==> src/inc/fbx_pkg.sv <==
// package: register codes, reset values, bus constants and pin carrier for the four-bit expander
package fbx_pkg;
    // ==========================================================
    // register command codes
    localparam logic [7:0] CMD_PIN_LEVEL_IN     = 8'h00;
    localparam logic [7:0] CMD_DRIVE_LATCH      = 8'h01;
    localparam logic [7:0] CMD_INVERT_SELECT    = 8'h02;
    localparam logic [7:0] CMD_DIRECTION_SELECT = 8'h03;
    // ==========================================================
    // reset values and field layout
    localparam logic [7:0] RST_DRIVE_LATCH      = 8'hff;
    localparam logic [7:0] RST_INVERT_SELECT    = 8'h00;
    localparam logic [7:0] RST_DIRECTION_SELECT = 8'hff;
    localparam logic [3:0] PIN_LEVEL_UPPER      = 4'hf;
    localparam logic [7:0] UNMAPPED_READ        = 8'hff;
    localparam int         PIN_COUNT            = 4;
    // ==========================================================
    // bus constants
    localparam logic [6:0] TARGET_ADDRESS       = 7'h49;
    localparam logic [6:0] GENERAL_CALL_ADDRESS = 7'h00;
    localparam logic [7:0] SOFT_RESET_BYTE      = 8'h06;
    // ==========================================================
    // pin carrier
    typedef struct packed {
        logic [3:0] drive;
        logic [3:0] enable_n;
    } fbx_pin_out_type;
endpackage

==> src/logic/fbx_expander.sv <==
// four-bit i2c io expander: serial target, register file and pin datapath
`timescale 1ns/1ps
`default_nettype none
// ==========================================================
module fbx_expander
(
    input  wire logic                     clock,
    input  wire logic                     reset,
    input  wire logic                     scl_in,
    input  wire logic                     sda_in,
    output logic                          sda_out,
    output logic                          sda_oe_n,
    input  wire logic [3:0]               expander_pin_in,
    output fbx_pkg::fbx_pin_out_type      expander_pin_out
);
    import fbx_pkg::*;

    // ==========================================================
    // input synchronisers
    logic [1:0] scl_sync;
    logic [1:0] sda_sync;
    logic [3:0] pin_meta;
    logic [3:0] pin_level_bit;
    logic       scl_prev;
    logic       sda_prev;

    always_ff @(posedge clock)
    begin
        scl_sync <= {scl_sync[0], scl_in};
        sda_sync <= {sda_sync[0], sda_in};
        pin_meta <= expander_pin_in;
        pin_level_bit <= pin_meta;
        scl_prev <= scl_sync[1];
        sda_prev <= sda_sync[1];
    end

    wire logic scl = scl_sync[1];
    wire logic sda = sda_sync[1];
    wire logic scl_rise = scl & ~scl_prev;
    wire logic scl_fall = ~scl & scl_prev;
    wire logic start_seen = scl & scl_prev & sda_prev & ~sda;
    wire logic stop_seen  = scl & scl_prev & ~sda_prev & sda;

    // ==========================================================
    // registers
    logic [7:0] pointer;
    logic [3:0] drive_latch_bit;
    logic [3:0] invert_select_bit;
    logic [3:0] direction_bit;
    logic       soft_reset;

    // inversion only on input pins; output pins report raw level
    function automatic logic [7:0] read_mux(input logic [7:0] cmd, input logic [3:0] lvl,
                                            input logic [3:0] drv, input logic [3:0] inv,
                                            input logic [3:0] dir);
        unique case (cmd)
            CMD_PIN_LEVEL_IN:     read_mux = {PIN_LEVEL_UPPER, lvl ^ (inv & dir)};
            CMD_DRIVE_LATCH:      read_mux = {RST_DRIVE_LATCH[7:4], drv};
            CMD_INVERT_SELECT:    read_mux = {RST_INVERT_SELECT[7:4], inv};
            CMD_DIRECTION_SELECT: read_mux = {RST_DIRECTION_SELECT[7:4], dir};
            default:              read_mux = UNMAPPED_READ;
        endcase
    endfunction

    // ==========================================================
    // serial target state machine
    typedef enum logic [2:0]
    {
        ST_IDLE     = 3'b000,
        ST_ADDR     = 3'b001,
        ST_ADDR_ACK = 3'b011,
        ST_WBYTE    = 3'b010,
        ST_WACK     = 3'b110,
        ST_RBYTE    = 3'b111,
        ST_RACK     = 3'b101
    } fbx_state_type;

    fbx_state_type state;
    logic [7:0]    shift;
    logic [3:0]    bit_count;
    logic          is_read;
    logic          is_gcall;
    logic          first_byte;
    logic          gcall_armed;
    logic          ack_drive;
    logic          data_drive;
    logic          wbyte_count_zero;

    wire logic addr_match = (shift[7:1] == TARGET_ADDRESS);
    wire logic gcall_match = (shift[7:1] == GENERAL_CALL_ADDRESS) & ~shift[0];
    // a general call may carry only one byte, and only 0x06 is acknowledged
    wire logic byte_ok = is_gcall ? (wbyte_count_zero & (shift == SOFT_RESET_BYTE)) : 1'b1;
    // read byte for the current pointer; bit 7 leaves first
    wire logic [7:0] read_value = read_mux(pointer, pin_level_bit, drive_latch_bit,
                                           invert_select_bit, direction_bit);

    always_ff @(posedge clock)
    begin
        if (reset || soft_reset)
        begin
            state <= ST_IDLE;
            shift <= 8'h00;
            bit_count <= 4'h0;
            is_read <= 1'b0;
            is_gcall <= 1'b0;
            first_byte <= 1'b0;
            gcall_armed <= 1'b0;
            ack_drive <= 1'b0;
            data_drive <= 1'b1;
            wbyte_count_zero <= 1'b1;
        end
        else if (start_seen)
        begin
            state <= ST_ADDR;
            bit_count <= 4'h0;
            gcall_armed <= 1'b0;
            ack_drive <= 1'b0;
            data_drive <= 1'b1;
        end
        else if (stop_seen)
        begin
            state <= ST_IDLE;
            ack_drive <= 1'b0;
            data_drive <= 1'b1;
        end
        else
        begin
            unique case (state)
                ST_IDLE:
                    ;
                ST_ADDR, ST_WBYTE:
                    if (scl_rise)
                    begin
                        shift <= {shift[6:0], sda};
                        bit_count <= bit_count + 4'h1;
                    end
                    else if (scl_fall && bit_count == 4'h8)
                    begin
                        bit_count <= 4'h0;
                        if (state == ST_ADDR)
                        begin
                            if (addr_match || gcall_match)
                            begin
                                state <= ST_ADDR_ACK;
                                ack_drive <= 1'b1;
                                is_read <= shift[0];
                                is_gcall <= gcall_match;
                                first_byte <= 1'b1;
                                wbyte_count_zero <= 1'b1;
                            end
                            else
                                state <= ST_IDLE;
                        end
                        else if (byte_ok)
                        begin
                            state <= ST_WACK;
                            ack_drive <= 1'b1;
                        end
                        else
                        begin
                            state <= ST_IDLE;
                            gcall_armed <= 1'b0;
                        end
                    end
                ST_ADDR_ACK, ST_WACK:
                    if (scl_fall)
                    begin
                        ack_drive <= 1'b0;
                        if (is_read)
                        begin
                            state <= ST_RBYTE;
                            shift <= read_value;
                            data_drive <= read_value[7];
                        end
                        else
                            state <= ST_WBYTE;
                        if (state == ST_WACK)
                        begin
                            first_byte <= 1'b0;
                            wbyte_count_zero <= 1'b0;
                            gcall_armed <= is_gcall & wbyte_count_zero;
                        end
                    end
                ST_RBYTE:
                    if (scl_fall)
                    begin
                        if (bit_count == 4'h7)
                        begin
                            state <= ST_RACK;
                            data_drive <= 1'b1;
                            bit_count <= 4'h0;
                        end
                        else
                        begin
                            shift <= {shift[6:0], 1'b0};
                            data_drive <= shift[6];
                            bit_count <= bit_count + 4'h1;
                        end
                    end
                ST_RACK:
                    if (scl_rise)
                        state <= sda ? ST_IDLE : ST_ADDR_ACK;
                default:
                    state <= ST_IDLE;
            endcase
        end
    end

    // write strobe at the acknowledge clock's rising edge
    wire logic write_strobe = (state == ST_WACK) & scl_rise & ~is_gcall & ~is_read;

    // ==========================================================
    // soft reset: armed by one good general-call byte, fired only by stop
    always_ff @(posedge clock)
    begin
        if (reset)
            soft_reset <= 1'b0;
        else
            // the stop's own scl rise lands in the next bit slot, so exactly one bit is counted
            soft_reset <= stop_seen & gcall_armed & (state == ST_WBYTE) & (bit_count == 4'h1);
    end

    // ==========================================================
    // pointer and register file
    always_ff @(posedge clock)
    begin
        if (reset || soft_reset)
            pointer <= CMD_PIN_LEVEL_IN;
        else if (write_strobe && first_byte)
            pointer <= shift;
    end

    always_ff @(posedge clock)
    begin
        if (reset || soft_reset)
        begin
            drive_latch_bit <= RST_DRIVE_LATCH[3:0];
            invert_select_bit <= RST_INVERT_SELECT[3:0];
            direction_bit <= RST_DIRECTION_SELECT[3:0];
        end
        else if (write_strobe && !first_byte)
        begin
            // only low nibble stored; input register and unmapped codes fall through
            unique case (pointer)
                CMD_DRIVE_LATCH:      drive_latch_bit <= shift[3:0];
                CMD_INVERT_SELECT:    invert_select_bit <= shift[3:0];
                CMD_DIRECTION_SELECT: direction_bit <= shift[3:0];
                default:              ;
            endcase
        end
    end

    // ==========================================================
    // pin and bus drivers; enables active low, one means released
    always_ff @(posedge clock)
    begin
        if (reset)
        begin
            expander_pin_out <= '{drive: 4'hf, enable_n: 4'hf};
            sda_oe_n <= 1'b1;
        end
        else
        begin
            expander_pin_out.drive <= drive_latch_bit;
            expander_pin_out.enable_n <= direction_bit;
            sda_oe_n <= ~(ack_drive | (state == ST_RBYTE & ~data_drive));
        end
    end

    assign sda_out = 1'b0;

    // ==========================================================
    // checks
    property p_dir_drive;
        @(posedge clock) disable iff (reset)
        ##1 expander_pin_out.enable_n == $past(direction_bit);
    endproperty
    a_dir_drive: assert property (p_dir_drive) else $error("pin enable mismatch");

    property p_ro_input;
        @(posedge clock) disable iff (reset)
        (write_strobe && !first_byte && pointer == CMD_PIN_LEVEL_IN) |=> $stable({drive_latch_bit,
            invert_select_bit, direction_bit});
    endproperty
    a_ro_input: assert property (p_ro_input) else $error("input register write stored");

    property p_reset_vals;
        @(posedge clock) reset |=> (drive_latch_bit == 4'hf && direction_bit == 4'hf && invert_select_bit == 4'h0);
    endproperty
    a_reset_vals: assert property (p_reset_vals) else $error("bad reset value");

    property p_pointer_hold;
        @(posedge clock) disable iff (reset)
        !(write_strobe && first_byte) && !soft_reset |=> $stable(pointer);
    endproperty
    a_pointer_hold: assert property (p_pointer_hold) else $error("pointer moved");

    property p_drive_follow;
        @(posedge clock) disable iff (reset)
        ##1 expander_pin_out.drive == $past(drive_latch_bit);
    endproperty
    a_drive_follow: assert property (p_drive_follow) else $error("pin drive mismatch");

    property p_soft_defaults;
        @(posedge clock) disable iff (reset)
        soft_reset |=> (pointer == CMD_PIN_LEVEL_IN && state == ST_IDLE && drive_latch_bit == RST_DRIVE_LATCH[3:0]
            && invert_select_bit == RST_INVERT_SELECT[3:0] && direction_bit == RST_DIRECTION_SELECT[3:0]);
    endproperty
    a_soft_defaults: assert property (p_soft_defaults) else $error("soft reset left state behind");

    property p_unmapped_write;
        @(posedge clock) disable iff (reset)
        (write_strobe && !first_byte && pointer > CMD_DIRECTION_SELECT) |=> $stable({drive_latch_bit,
            invert_select_bit, direction_bit});
    endproperty
    a_unmapped_write: assert property (p_unmapped_write) else $error("unmapped write stored");

    property p_foreign_addr;
        @(posedge clock) disable iff (reset)
        (state == ST_ADDR && scl_fall && bit_count == 4'h8 && !addr_match && !gcall_match) |=> (state == ST_IDLE
            && !ack_drive);
    endproperty
    a_foreign_addr: assert property (p_foreign_addr) else $error("foreign address taken");
endmodule
`default_nettype wire

==> config.mk <==
export PLATFORM = sky130hd
export DESIGN_NAME = fbx_expander
export DESIGN_NICKNAME = d
export VERILOG_FILES = /design/src/inc/fbx_pkg.sv /design/src/logic/fbx_expander.sv
export SDC_FILE = /design/constraint.sdc
export NUM_CORES = 1
export LEC_CHECK = 0
export BUFFER_PORTS_ARGS = -buffer_cell sky130_fd_sc_hd__clkbuf_2
export CORE_MARGIN = 1
export CORE_UTILIZATION = 55
export CTS_CLUSTER_DIAMETER = 60
export CTS_CLUSTER_SIZE = 16
export DETAILED_ROUTE_END_ITERATION = 8
export PLACE_DENSITY = 0.77
export SLEW_MARGIN = 20
export SYNTH_ARGS = -nofsm -noshare
export SYNTH_HDL_FRONTEND = slang
export SYNTH_SLANG_ARGS = --single-unit
==> constraint.sdc <==
create_clock -name clock -period 2.3 [get_ports clock]
set_clock_uncertainty 0.15 [all_clocks]
set_input_delay 0.115 -clock clock [delete_from_list [all_inputs] [get_ports clock]]
set_output_delay 0.115 -clock clock [all_outputs]
set_load 0.005 [all_outputs]
# --- Yosys cells after proc, flatten, opt, wreduce, memory -nomap -nowiden ---
# Cells that the tools add are included.
word_totals:
  reg_bits: 66
  in_bits: 8
  output_inout_bits: 10
  word_cells: 178
classes:
  n_addsub: 1
  n_eq_ne: 38
  mux: 52
  bitwise_logic: 33
  reduce_logical: 29
ops:
  columns: ["operator", "count"]
  rows:
  - ["two-way mux 8 bit", 5]
  - ["case mux 8 bit (4 select lines)", 1]
  - ["inequality test 2 bit, second input constant", 14]
  - ["two-way mux 3 bit", 9]
  - ["two-way mux 1 bit", 24]
  - ["inequality test 4 bit, second input constant", 6]
  - ["case mux 8 bit (3 select lines)", 1]
  - ["AND reduction 7 bit", 3]
  - ["AND 1 bit", 17]
  - ["== test 8 x 2 -> 1 bit, second input constant", 2]
  - ["two-way mux 4 bit", 4]
  - ["AND reduction 8 bit", 2]
  - ["case mux 3 bit (5 select lines)", 1]
  - ["NOT 1 bit", 13]
  - ["inequality test 3 bit, second input constant", 4]
  - ["== test 3 bit, second input constant", 3]
  - ["AND reduction 9 bit", 1]
  - ["== test 8 x 1 -> 1 bit, second input constant", 1]
  - ["== test 8 x 3 -> 1 bit, second input constant", 1]
  - ["zero test 8 bit", 1]
  - ["case mux 1 bit (2 select lines)", 4]
  - ["case mux 4 bit (2 select lines)", 1]
  - ["AND reduction 4 bit", 2]
  - ["== test 7 bit, second input constant", 1]
  - ["other kinds (21)", 32]

# --- Longest topological paths before layout ---
# Gate-level depths: netlist of run 1.
depth:
  ltp_word: 10
  ltp_mapped: 8
  mapped_depth_nobuf: 7

# --- Worst setup path after synthesis of run 1 ---
# OpenSTA, ideal clock, no wires.
synth_timing:
  path_kind: "register to register"
  from: "register pointer[2]"
  to: "register drive_latch_bit[1]"
  setup_ns: 0.129
  arrival_ns: 1.847
  required_time_ns: 2.021
  setup_slack_ns: 0.174
  stages_incl_launch_ff: 6
  n_path_buf: 0
  period_less_slack_ns: 2.126
  cell_sequence: "dfxtp_1 > or4_4 > or3_4 > nor4_4 > mux2i_1 > nand2_1"
synth_between:
  elab_chain_cells: 2
synth_rtl:
  columns: ["element", "line", "text"]
  rows:
  - ["from (decl)", "fbx_expander.sv:46", "logic [7:0] pointer;"]
  - ["from (signal assigned)", "fbx_expander.sv:230", "pointer <= shift;"]
  - ["== test 8 x 1 -> 1 bit", "fbx_expander.sv:244", "unique case (pointer)"]
  - ["AND reduction 2 bit (no source line)", null, null]
  - ["to (signal assigned)", "fbx_expander.sv:237", "drive_latch_bit <= RST_DRIVE_LATCH[3:0];"]
  - ["to (signal assigned)", "fbx_expander.sv:245", "CMD_DRIVE_LATCH: drive_latch_bit <= shift[3:0];"]
  - ["to (decl)", "fbx_expander.sv:47", "logic [3:0] drive_latch_bit;"]
# No other way between the ends.
# A chain may end at the register's enable or synchronous reset.

# --- Final worst setup path of run 1 ---
layout_timing:
  from: "register pointer[2]"
  to: "register direction_bit[2]"
layout_between:
  elab_chain_cells: 2
layout_rtl:
  columns: ["element", "line", "text"]
  rows:
  - ["== test 8 x 2 -> 1 bit", "fbx_expander.sv:244", null]
  - ["AND reduction 2 bit (no source line)", null, null]
  - ["to (signal assigned)", "fbx_expander.sv:239", "direction_bit <= RST_DIRECTION_SELECT[3:0];"]
  - ["to (signal assigned)", "fbx_expander.sv:247", "CMD_DIRECTION_SELECT: direction_bit <= shift[3:0];"]
  - ["to (decl)", "fbx_expander.sv:49", "logic [3:0] direction_bit;"]
# No other way between the ends.

==> flow_results.org, run 1 <==
** STA
- Count of final setup violators :: 0
- The worst path uses 98.5% of the clock period.
- The number of failing hold endpoints at the final stage is 0.
- Highest clock frequency the design can meet :: 442 MHz
- Summed over all failing endpoints, the final setup total negative slack is 0 ps.
- Worst hold slack across all endpoints :: 38.6 ps
- Unrepaired setup endpoints after global routing :: true
- Max-slew headroom :: 53.5%
- The count of final max-slew check failures is 0.
- At the pin with the least slew margin, the transition time is 691 ps.
- Counting I/O delays and the setup requirement, the final critical path takes 2260 ps.

** Floorplanning
- The initial utilization of the core area, before any placement, comes to 58.1%.
- Pin placement for this block handled 18 I/O pins.
- From bottom edge to top edge, the die measures 76.2 um.
- Total core area :: 5200 um^2
- Die span in x :: 76.2 um
- Row generation in the floorplan step produced 26 rows.
- The die covers 5800 um^2.

** Placement
- Summed over all nets, the half-perimeter wirelength after detailed placement is 5.19 mm.
- Routability-driven placement finished with a final weighted congestion of 0.976.
- During placement, the flow inserted port buffers numbering 16.
- Once placement completed, the tool counted placed cells totaling 431.

** Worst setup path
- The worst setup path is captured at a flip-flop.
- Data on the critical path arrives at its endpoint at 2340 ps.
- Kind of start point of the critical path :: flip-flop
- Setup slack of the worst register-to-register path :: 40 ps
- Critical Path RT :: 2380 ps
- Type of the worst setup path :: flip-flop to flip-flop
- Of all nets on the critical path, the largest fanout is 4.

** Hold path
- The worst hold path belongs to the class primary input to flip-flop.

** Detailed routing
- Count of routing violations after the opening detailed-route iteration :: 300
- Number of vias in the routed layout :: 2764
- TritonRoute pass-1 iters :: 6
- In this run the top signal layer used is met4.
- Vias/cell :: 6.10
- Wire length on met1 :: 3.37 mm
- Met2 routed WL :: 3.40 mm
- Antenna-violating nets left :: 0
- For this block, the routed nets add up to 7.50 mm of wire.
- After detailed routing, the number of remaining DRC violations is 0.
- Routed wire length on met3 :: 603 um
- Detail-routed net length per standard cell :: 16.6 um

** Power
- Worst IR Drop VDD :: 539 uV
- Summing internal, switching and leakage power gives 2.20 mW.
- Dividing total power by cell area gives a power density of 623 nW/um^2.
- Summed over all cells, the static leakage comes to 1.30 nW.

** Finish
- The finished layout holds 453 standard cells, fillers aside.
- Area growth, synth to finish :: 16.5%
- Number of nets in the finished design :: 390
- Layout cell share with drive strength beyond 1 :: 20.1%
- At the end of the flow the core is filled with cells to 67.7%.
- Antenna diode count :: 0

** Synthesis
- Yosys mapped the design onto 58 distinct sky130hd cell types.
- For this run, asynchronously set or reset flops after synthesis account for 0%.
- Fraction of the yosys area taken by sequential cells :: 43.7%
- Yosys mapped a number of flops with a built-in enable equal to 0.
- Averaged over all synthesized cells, the footprint is 8.72 um^2.
- Sorting the synthesized cells by area gives the leading types as sky130_fd_sc_hd__dfxtp_1 44%, sky130_fd_sc_hd__mux2i_1 5.3%, sky130_fd_sc_hd__nand2_1 5.0%, sky130_fd_sc_hd__a21oi_1 4.1%, sky130_fd_sc_hd__nand3_1 3.0%.
- Top-area cell type share of the netlist area :: 43.7%
- Post-synthesis cell type with the largest combined area :: sky130_fd_sc_hd__dfxtp_1
- Post-synthesis instance total :: 347
- Yosys printed 0 warnings.
- Syn Nets :: 358
- Commonest cells post-synth :: 66 x sky130_fd_sc_hd__dfxtp_1, 40 x sky130_fd_sc_hd__nand2_1, 25 x sky130_fd_sc_hd__a21oi_1
- Counting flops and latches in the post-synthesis netlist gives 66.
- Leading cell type by number of instances after synthesis :: sky130_fd_sc_hd__dfxtp_1
- For this run, the leading register cell type out of synthesis is sky130_fd_sc_hd__dfxtp_1.
- Total standard cell area after synthesis :: 3030 um^2

** Run status
- The flow ran to the end, and the final reports show no timing, DRC or antenna violations.

** Global routing
- The total overflow left after global routing is 0.
- Initial antenna violation count :: 0
- The number of global-route vias before repair came to 2505.
- Global routing used 27.6% of the available tracks.
- Entering global routing, the biggest net connects 22 pins.
- First-pass GRT wire length :: 12.3 mm

** Clock tree
- The longest clock path from root to sink contains 2 buffers.
- Cts bufs inserted :: 9
- At the later pin of the worst-skew pair, clock insertion delay measures 350 ps.
- CTS tree :: built
- The H-tree was split into 3 levels.
- Root buffer selected by CTS :: sky130_fd_sc_hd__clkbuf_8
- Clk sink count :: 66
- After clock tree synthesis, the clock-pin slew on the worst setup and hold paths is 70 ps.

** Flow run
- Number of maximum-capacitance violations :: 0
## sequential cells by signal, indices dropped and copies added (netlist names), 2 cells and up
signal,cells
pin_meta,4
sda_sync,2
state,3
bit_count,4
invert_select_bit,4
direction_bit,4
expander_pin_out,8
shift,8
drive_latch_bit,4
scl_sync,2
pointer,8
pin_level_bit,4
## final cells by class
| cell class | count | area, um^2 |
|---|---|---|
| multi-input cells | 251 | 1590 |
| well taps | 70 | 87.6 |
| inverters | 7 | 26.3 |
| clock buffers | 10 | 138 |
| flip-flops and latches | 66 | 1320 |
| fillers | 434 | 1680 |
| repair buffers | 44 | 305 |
| clock inverters | 5 | 55.1 |
## layout by cell type, fill, tap and decap left out, types with 4 or more instances in the layout
master,instances
sky130_fd_sc_hd__nand2b_1,4
sky130_fd_sc_hd__buf_4,22
sky130_fd_sc_hd__nor2b_1,7
sky130_fd_sc_hd__or2_2,10
sky130_fd_sc_hd__inv_1,7
sky130_fd_sc_hd__a21oi_1,25
sky130_fd_sc_hd__o22ai_1,6
sky130_fd_sc_hd__nor3_1,7
sky130_fd_sc_hd__mux2i_1,16
sky130_fd_sc_hd__nand2_1,40
sky130_fd_sc_hd__clkbuf_2,16
sky130_fd_sc_hd__nand4_1,5
sky130_fd_sc_hd__o211ai_1,8
sky130_fd_sc_hd__clkbuf_8,10
sky130_fd_sc_hd__nand3_1,18
sky130_fd_sc_hd__nor3b_1,4
sky130_fd_sc_hd__nor2_1,23
sky130_fd_sc_hd__dfxtp_1,64
sky130_fd_sc_hd__dlygate4sd3_1,6
sky130_fd_sc_hd__o21ai_0,16
## worst paths after layout
check	startpoint	end	cells after the start
max	pointer[2]$_SDFFE_PP0P_	direction_bit[2]$_SDFFE_PP1P_	5
min	reset	expander_pin_out[0]$_SDFF_PP1_	2
max reg2reg	pointer[2]$_SDFFE_PP0P_	direction_bit[2]$_SDFFE_PP1P_	5
min reg2reg	sda_sync[0]$_DFF_P_	sda_sync[1]$_DFF_P_	0
## stage by stage
| step | worst slack [ps] | area, um^2 |
|---|---|---|
| detailed placement | 43.5 | 3250 |
| floorplan | 174 | 3030 |
| CTS | 35.2 | 3510 |
| finish | 35.5 | 3530 |
| global placement | 108 | 3250 |
| global route | -29.2 | 3530 |
## worst max-delay path, stage by stage (launching register included)
cell	delay [ps]
sky130_fd_sc_hd__dfxtp_2	320
sky130_fd_sc_hd__or4_4	520
sky130_fd_sc_hd__or3_4	380
sky130_fd_sc_hd__nor4_4	450
sky130_fd_sc_hd__mux2i_1	260
sky130_fd_sc_hd__nand2_1	70
## per-layer routing
metal / up-vias / global-route usage [%]
met1: 1287 / 36.1
li1: 1318 / -
met4: 0 / 10.6
met5: - / 0
met2: 139 / 44.0
met3: 20 / 6.95
## report_power, final
group / switching (mW) / internal, mW
registers: 0.00969 / 1.16
clock network: 0.439 / 0.519
logic: 0.0434 / 0.0312
total: 0.492 / 1.71
## what timing repair did
action | in CTS | in global routing
setup endpoints to repair | 0 | 10
hold buffers | 6 | 0
gates resized for setup | 0 | 4
buffers inserted | 0 | 1
endpoints found under the hold margin | 6 | 0
## cell families (layout without fill, tap and decap cells)
kind of cell | count (synthesis) | in the layout | share of synthesized area (%)
flip-flops | 66 | 66 | 43.7
XOR/XNOR | 4 | 4 | 1.16
buffers and inverters | 30 | 66 | 4.13
adder cells (fa/ha/maj) | 4 | 4 | 1.57
AO/OA/AOI/OAI | 80 | 80 | 17.0
other | 1 | 1 | 0.124
multiplexers | 19 | 19 | 6.41
AND/OR/NAND/NOR | 143 | 143 | 25.9
Note: power is estimated with default switching activity, not from simulation.
==> run 2, diff against run 1 <==
- MAX_ROUTING_LAYER: unset -> met4
==> flow_results.org, run 2 (synthesis results as in run 1) <==
** Clock tree
- Clk buf depth :: 2 (unchanged)
- The clock input transition at the sequential cells of the worst setup and hold paths was 80 ps (was 70 ps).
- The level count of the clock H-tree came to 3 (unchanged).
- The root buffer cell is sky130_fd_sc_hd__clkbuf_8 (unchanged).
- CTS tree :: built (unchanged)
- Clock Latency Late Sink :: 350 ps (about the same)
- Clk sink count :: 66 (unchanged)
- Cts bufs inserted :: 9 (unchanged)

** Detailed routing
- The post-detailed-route wirelength per cell is 16.5 um (was 16.6 um).
- Antenna-violating nets left :: 0 (unchanged)
- Vias/cell :: 6.02 (was 6.10)
- The number of vias in the routed layout came to 2738 (was 2764).
- TritonRoute pass-1 iters :: 7 (was 6)
- The routed wire length is 7.49 mm (was 7.50 mm).
- Count of routing violations after the opening detailed-route iteration :: 300 (unchanged)
- Number of design rule violations left after detail routing :: 0 (unchanged)

** Placement
- The placed cell count is 431 (unchanged).
- Detailed Place HPWL :: 5.25 mm (was 5.19 mm)
- Post-place setup slack :: 49.5 ps (was 43.5 ps)
- Final Wtd Congestion :: 0.996 (was 0.976)
- # port buffers :: 16 (unchanged)

** STA
- The worst path setup slack after routing is 116 ps (was 35.5 ps).
- Setup_tns :: 0 ps (unchanged)
- The maximum clock frequency came to 458 MHz (was 442 MHz).
- Fin. Hold Viols :: 0 (unchanged)
- Count of final setup violators :: 0 (unchanged)
- Unrepaired setup endpoints after global routing: false (was true).
- Max-slew headroom :: 53.8% (was 53.5%)
- The share of the clock period used by the worst path is 95.0% (was 98.5%).
- The smallest hold slack is 5.77 ps (was 38.6 ps).
- The minimum clock period came to 2180 ps (was 2260 ps).
- The count of final max-slew check failures is 0 (unchanged).
- Transition at the pin with the smallest max-transition slack :: 686 ps (was 691 ps)

** Floorplanning
- The overall die area came to 5800 um^2 (unchanged).
- The count of standard-cell rows is 26 (unchanged).
- The die width was 76.2 um (unchanged).
- The initial standard-cell utilization of the core was 58.1% (unchanged).
- The core outline area came to 5200 um^2 (unchanged).
- The number of top-level design ports is 18 (unchanged).
- Chip height :: 76.2 um (unchanged)

** Power
- Worst IR Drop VDD :: 455 uV (was 539 uV)
- The internal power consumption came to 1.68 mW (was 1.71 mW).
- The switching portion of total power came to 23.5% (was 22.4%).
- Clock network fraction of total power :: 43.7% (was 43.6%)
- The fraction of power consumed by sequential logic was 52.9% (was 53.0%).
- Leak Pwr :: 1.34 nW (was 1.30 nW)
- The switching power came to 0.516 mW (was 0.492 mW).
- The proportion of power drawn by combinational gates was 3.4% (about the same).
- P per Cell Area :: 622 nW/um^2 (was 623 nW/um^2)

** Finish
- The most common cell after layout, fill and taps aside is sky130_fd_sc_hd__dfxtp_1 (unchanged).
- Number of nets in the finished design :: 391 (was 390)
- The post-layout utilization of the core was 67.9% (was 67.7%).
- Layout cell share with drive strength beyond 1 :: 19.7% (was 20.1%)
- The number of standard cells in the final layout excluding fillers is 455 (was 453).
- Commonest cells after routing, fill and taps aside: 66 x sky130_fd_sc_hd__dfxtp_1, 40 x sky130_fd_sc_hd__nand2_1, 25 x sky130_fd_sc_hd__a21oi_1 (was 64 x sky130_fd_sc_hd__dfxtp_1, 40 x sky130_fd_sc_hd__nand2_1, 25 x sky130_fd_sc_hd__a21oi_1).
- Antenna diode count :: 0 (unchanged)
- The area growth from synthesis to layout is 16.8% (was 16.5%).
- Largest registers :: expander_pin_out (8), pointer (8), shift (8) (unchanged)

** Global routing
- The number of global-route vias before repair came to 2506 (was 2505).
- Combined global-route utilization of all metal layers :: 27.7% (was 27.6%)
- Largest net degree at the start of global routing :: 22 (unchanged)
- Initial antenna violation count :: 0 (unchanged)
- The first-pass GRT wire length is 12.1 mm (was 12.3 mm).
- Remaining global-route overflow :: 0 (unchanged)

** Worst setup path
- The signal arrival time at the worst endpoint was 2280 ps (was 2340 ps).
- Crit Path Max Fanout :: 10 (was 4)
- The minimum setup slack among reg-to-reg paths was 120 ps (was 40 ps).
- Sort of element at the end of the critical path :: flip-flop (unchanged)
- Type of the worst setup path :: flip-flop to flip-flop (unchanged)
- The reg-to-reg startpoint is state[0]$_SDFFE_PP0P_ (was pointer[2]$_SDFFE_PP0P_).
- Critical Path RT :: 2400 ps (was 2380 ps)
- Kind of start point of the critical path :: flip-flop (unchanged)
- The worst reg-to-reg path cell count was 5 (unchanged).
- The capture instance of the worst register-to-register path is shift[1]$_SDFFE_PP0P_ (was direction_bit[2]$_SDFFE_PP1P_).

** Hold path
- Worst hold start :: reset (unchanged)
- The end point of the worst hold path is expander_pin_out[4]$_SDFF_PP1_ (was expander_pin_out[0]$_SDFF_PP1_).
- Depth of the worst hold-timing path :: 2 (unchanged)
- The worst hold-check path type is primary input to flip-flop (unchanged).

** Run status
- Run status :: finished clean (unchanged)

** Flow run
- Number of maximum-capacitance violations :: 0 (unchanged)
run 2: cell count changes in the layout (fill, tap and decap cells not counted), sizes merged:
cell	delta
buf	+1
clkinvlp	-1
clkinv	+3
clkbuf	-1
run 2: how the worst max path moves through the flow:
stage | startpoint | to | cells past startpoint
2_1_floorplan | pointer[2]$_SDFFE_PP0P_ | drive_latch_bit[1]$_SDFFE_PP1P_ | 5
3_3_place_gp | pointer[2]$_SDFFE_PP0P_ | direction_bit[3]$_SDFFE_PP1P_ | 5
3_5_place_dp | state[0]$_SDFFE_PP0P_ | direction_bit[1]$_SDFFE_PP1P_ | 6
4_1_cts | state[0]$_SDFFE_PP0P_ | direction_bit[1]$_SDFFE_PP1P_ | 6
5_1_grt | pointer[2]$_SDFFE_PP0P_ | drive_latch_bit[1]$_SDFFE_PP1P_ | 5
6_report | state[0]$_SDFFE_PP0P_ | shift[1]$_SDFFE_PP0P_ | 5
run 2: per-stage QoR:
stage / area [um^2] / power, mW
final: 3540 / 2.20
after global routing: 3540 / 2.28
after CTS: 3510 / 2.21
after detailed placement: 3250 / 1.25
after global placement: 3250 / 1.25
after floorplan: 3030 / 1.23
run 2: routing by layer:
metal | track usage, % | wire (um) | vias to the layer above
met5 | - | 0 | -
met4 | 11.0 | 51 | 0
met3 | 6.83 | 501 | 6
met2 | 39.7 | 3380 | 110
met1 | 37.4 | 3550 | 1305
li1 | - | - | 1317
run 2: final cells by class:
type                       count  area [um^2]
clock inverter                 7         70.1
tap                           70         87.6
inverter                       7         26.3
timing repair buffer          45          313
multi-input combinational    251         1590
sequential                    66         1320
fill                         452         1670
clock buffer                   9          124
run 2: timing repair:
item	in CTS	in global routing
setup buffers	0	2
hold buffers	6	0
resized for setup	0	2
endpoints found under the hold margin	6	0
endpoints found under the setup margin	0	11
run 2: power by group through the flow:
stage	registers (mW)	clock network (mW)	logic, mW
5_1_grt	1.16	1.03	0.0791
4_1_cts	1.16	0.974	0.0727
3_3_place_gp	1.19	0	0.0642
3_5_place_dp	1.19	0	0.0647
6_report	1.16	0.962	0.0739
2_1_floorplan	1.19	0	0.0426
run 2: worst max-delay path, stage by stage (launching register included):
cell	delay [ps]
sky130_fd_sc_hd__dfxtp_1	330
sky130_fd_sc_hd__maj3_1	370
sky130_fd_sc_hd__a222oi_1	510
sky130_fd_sc_hd__or3_1	410
sky130_fd_sc_hd__nor2_1	90
sky130_fd_sc_hd__a32o_1	210
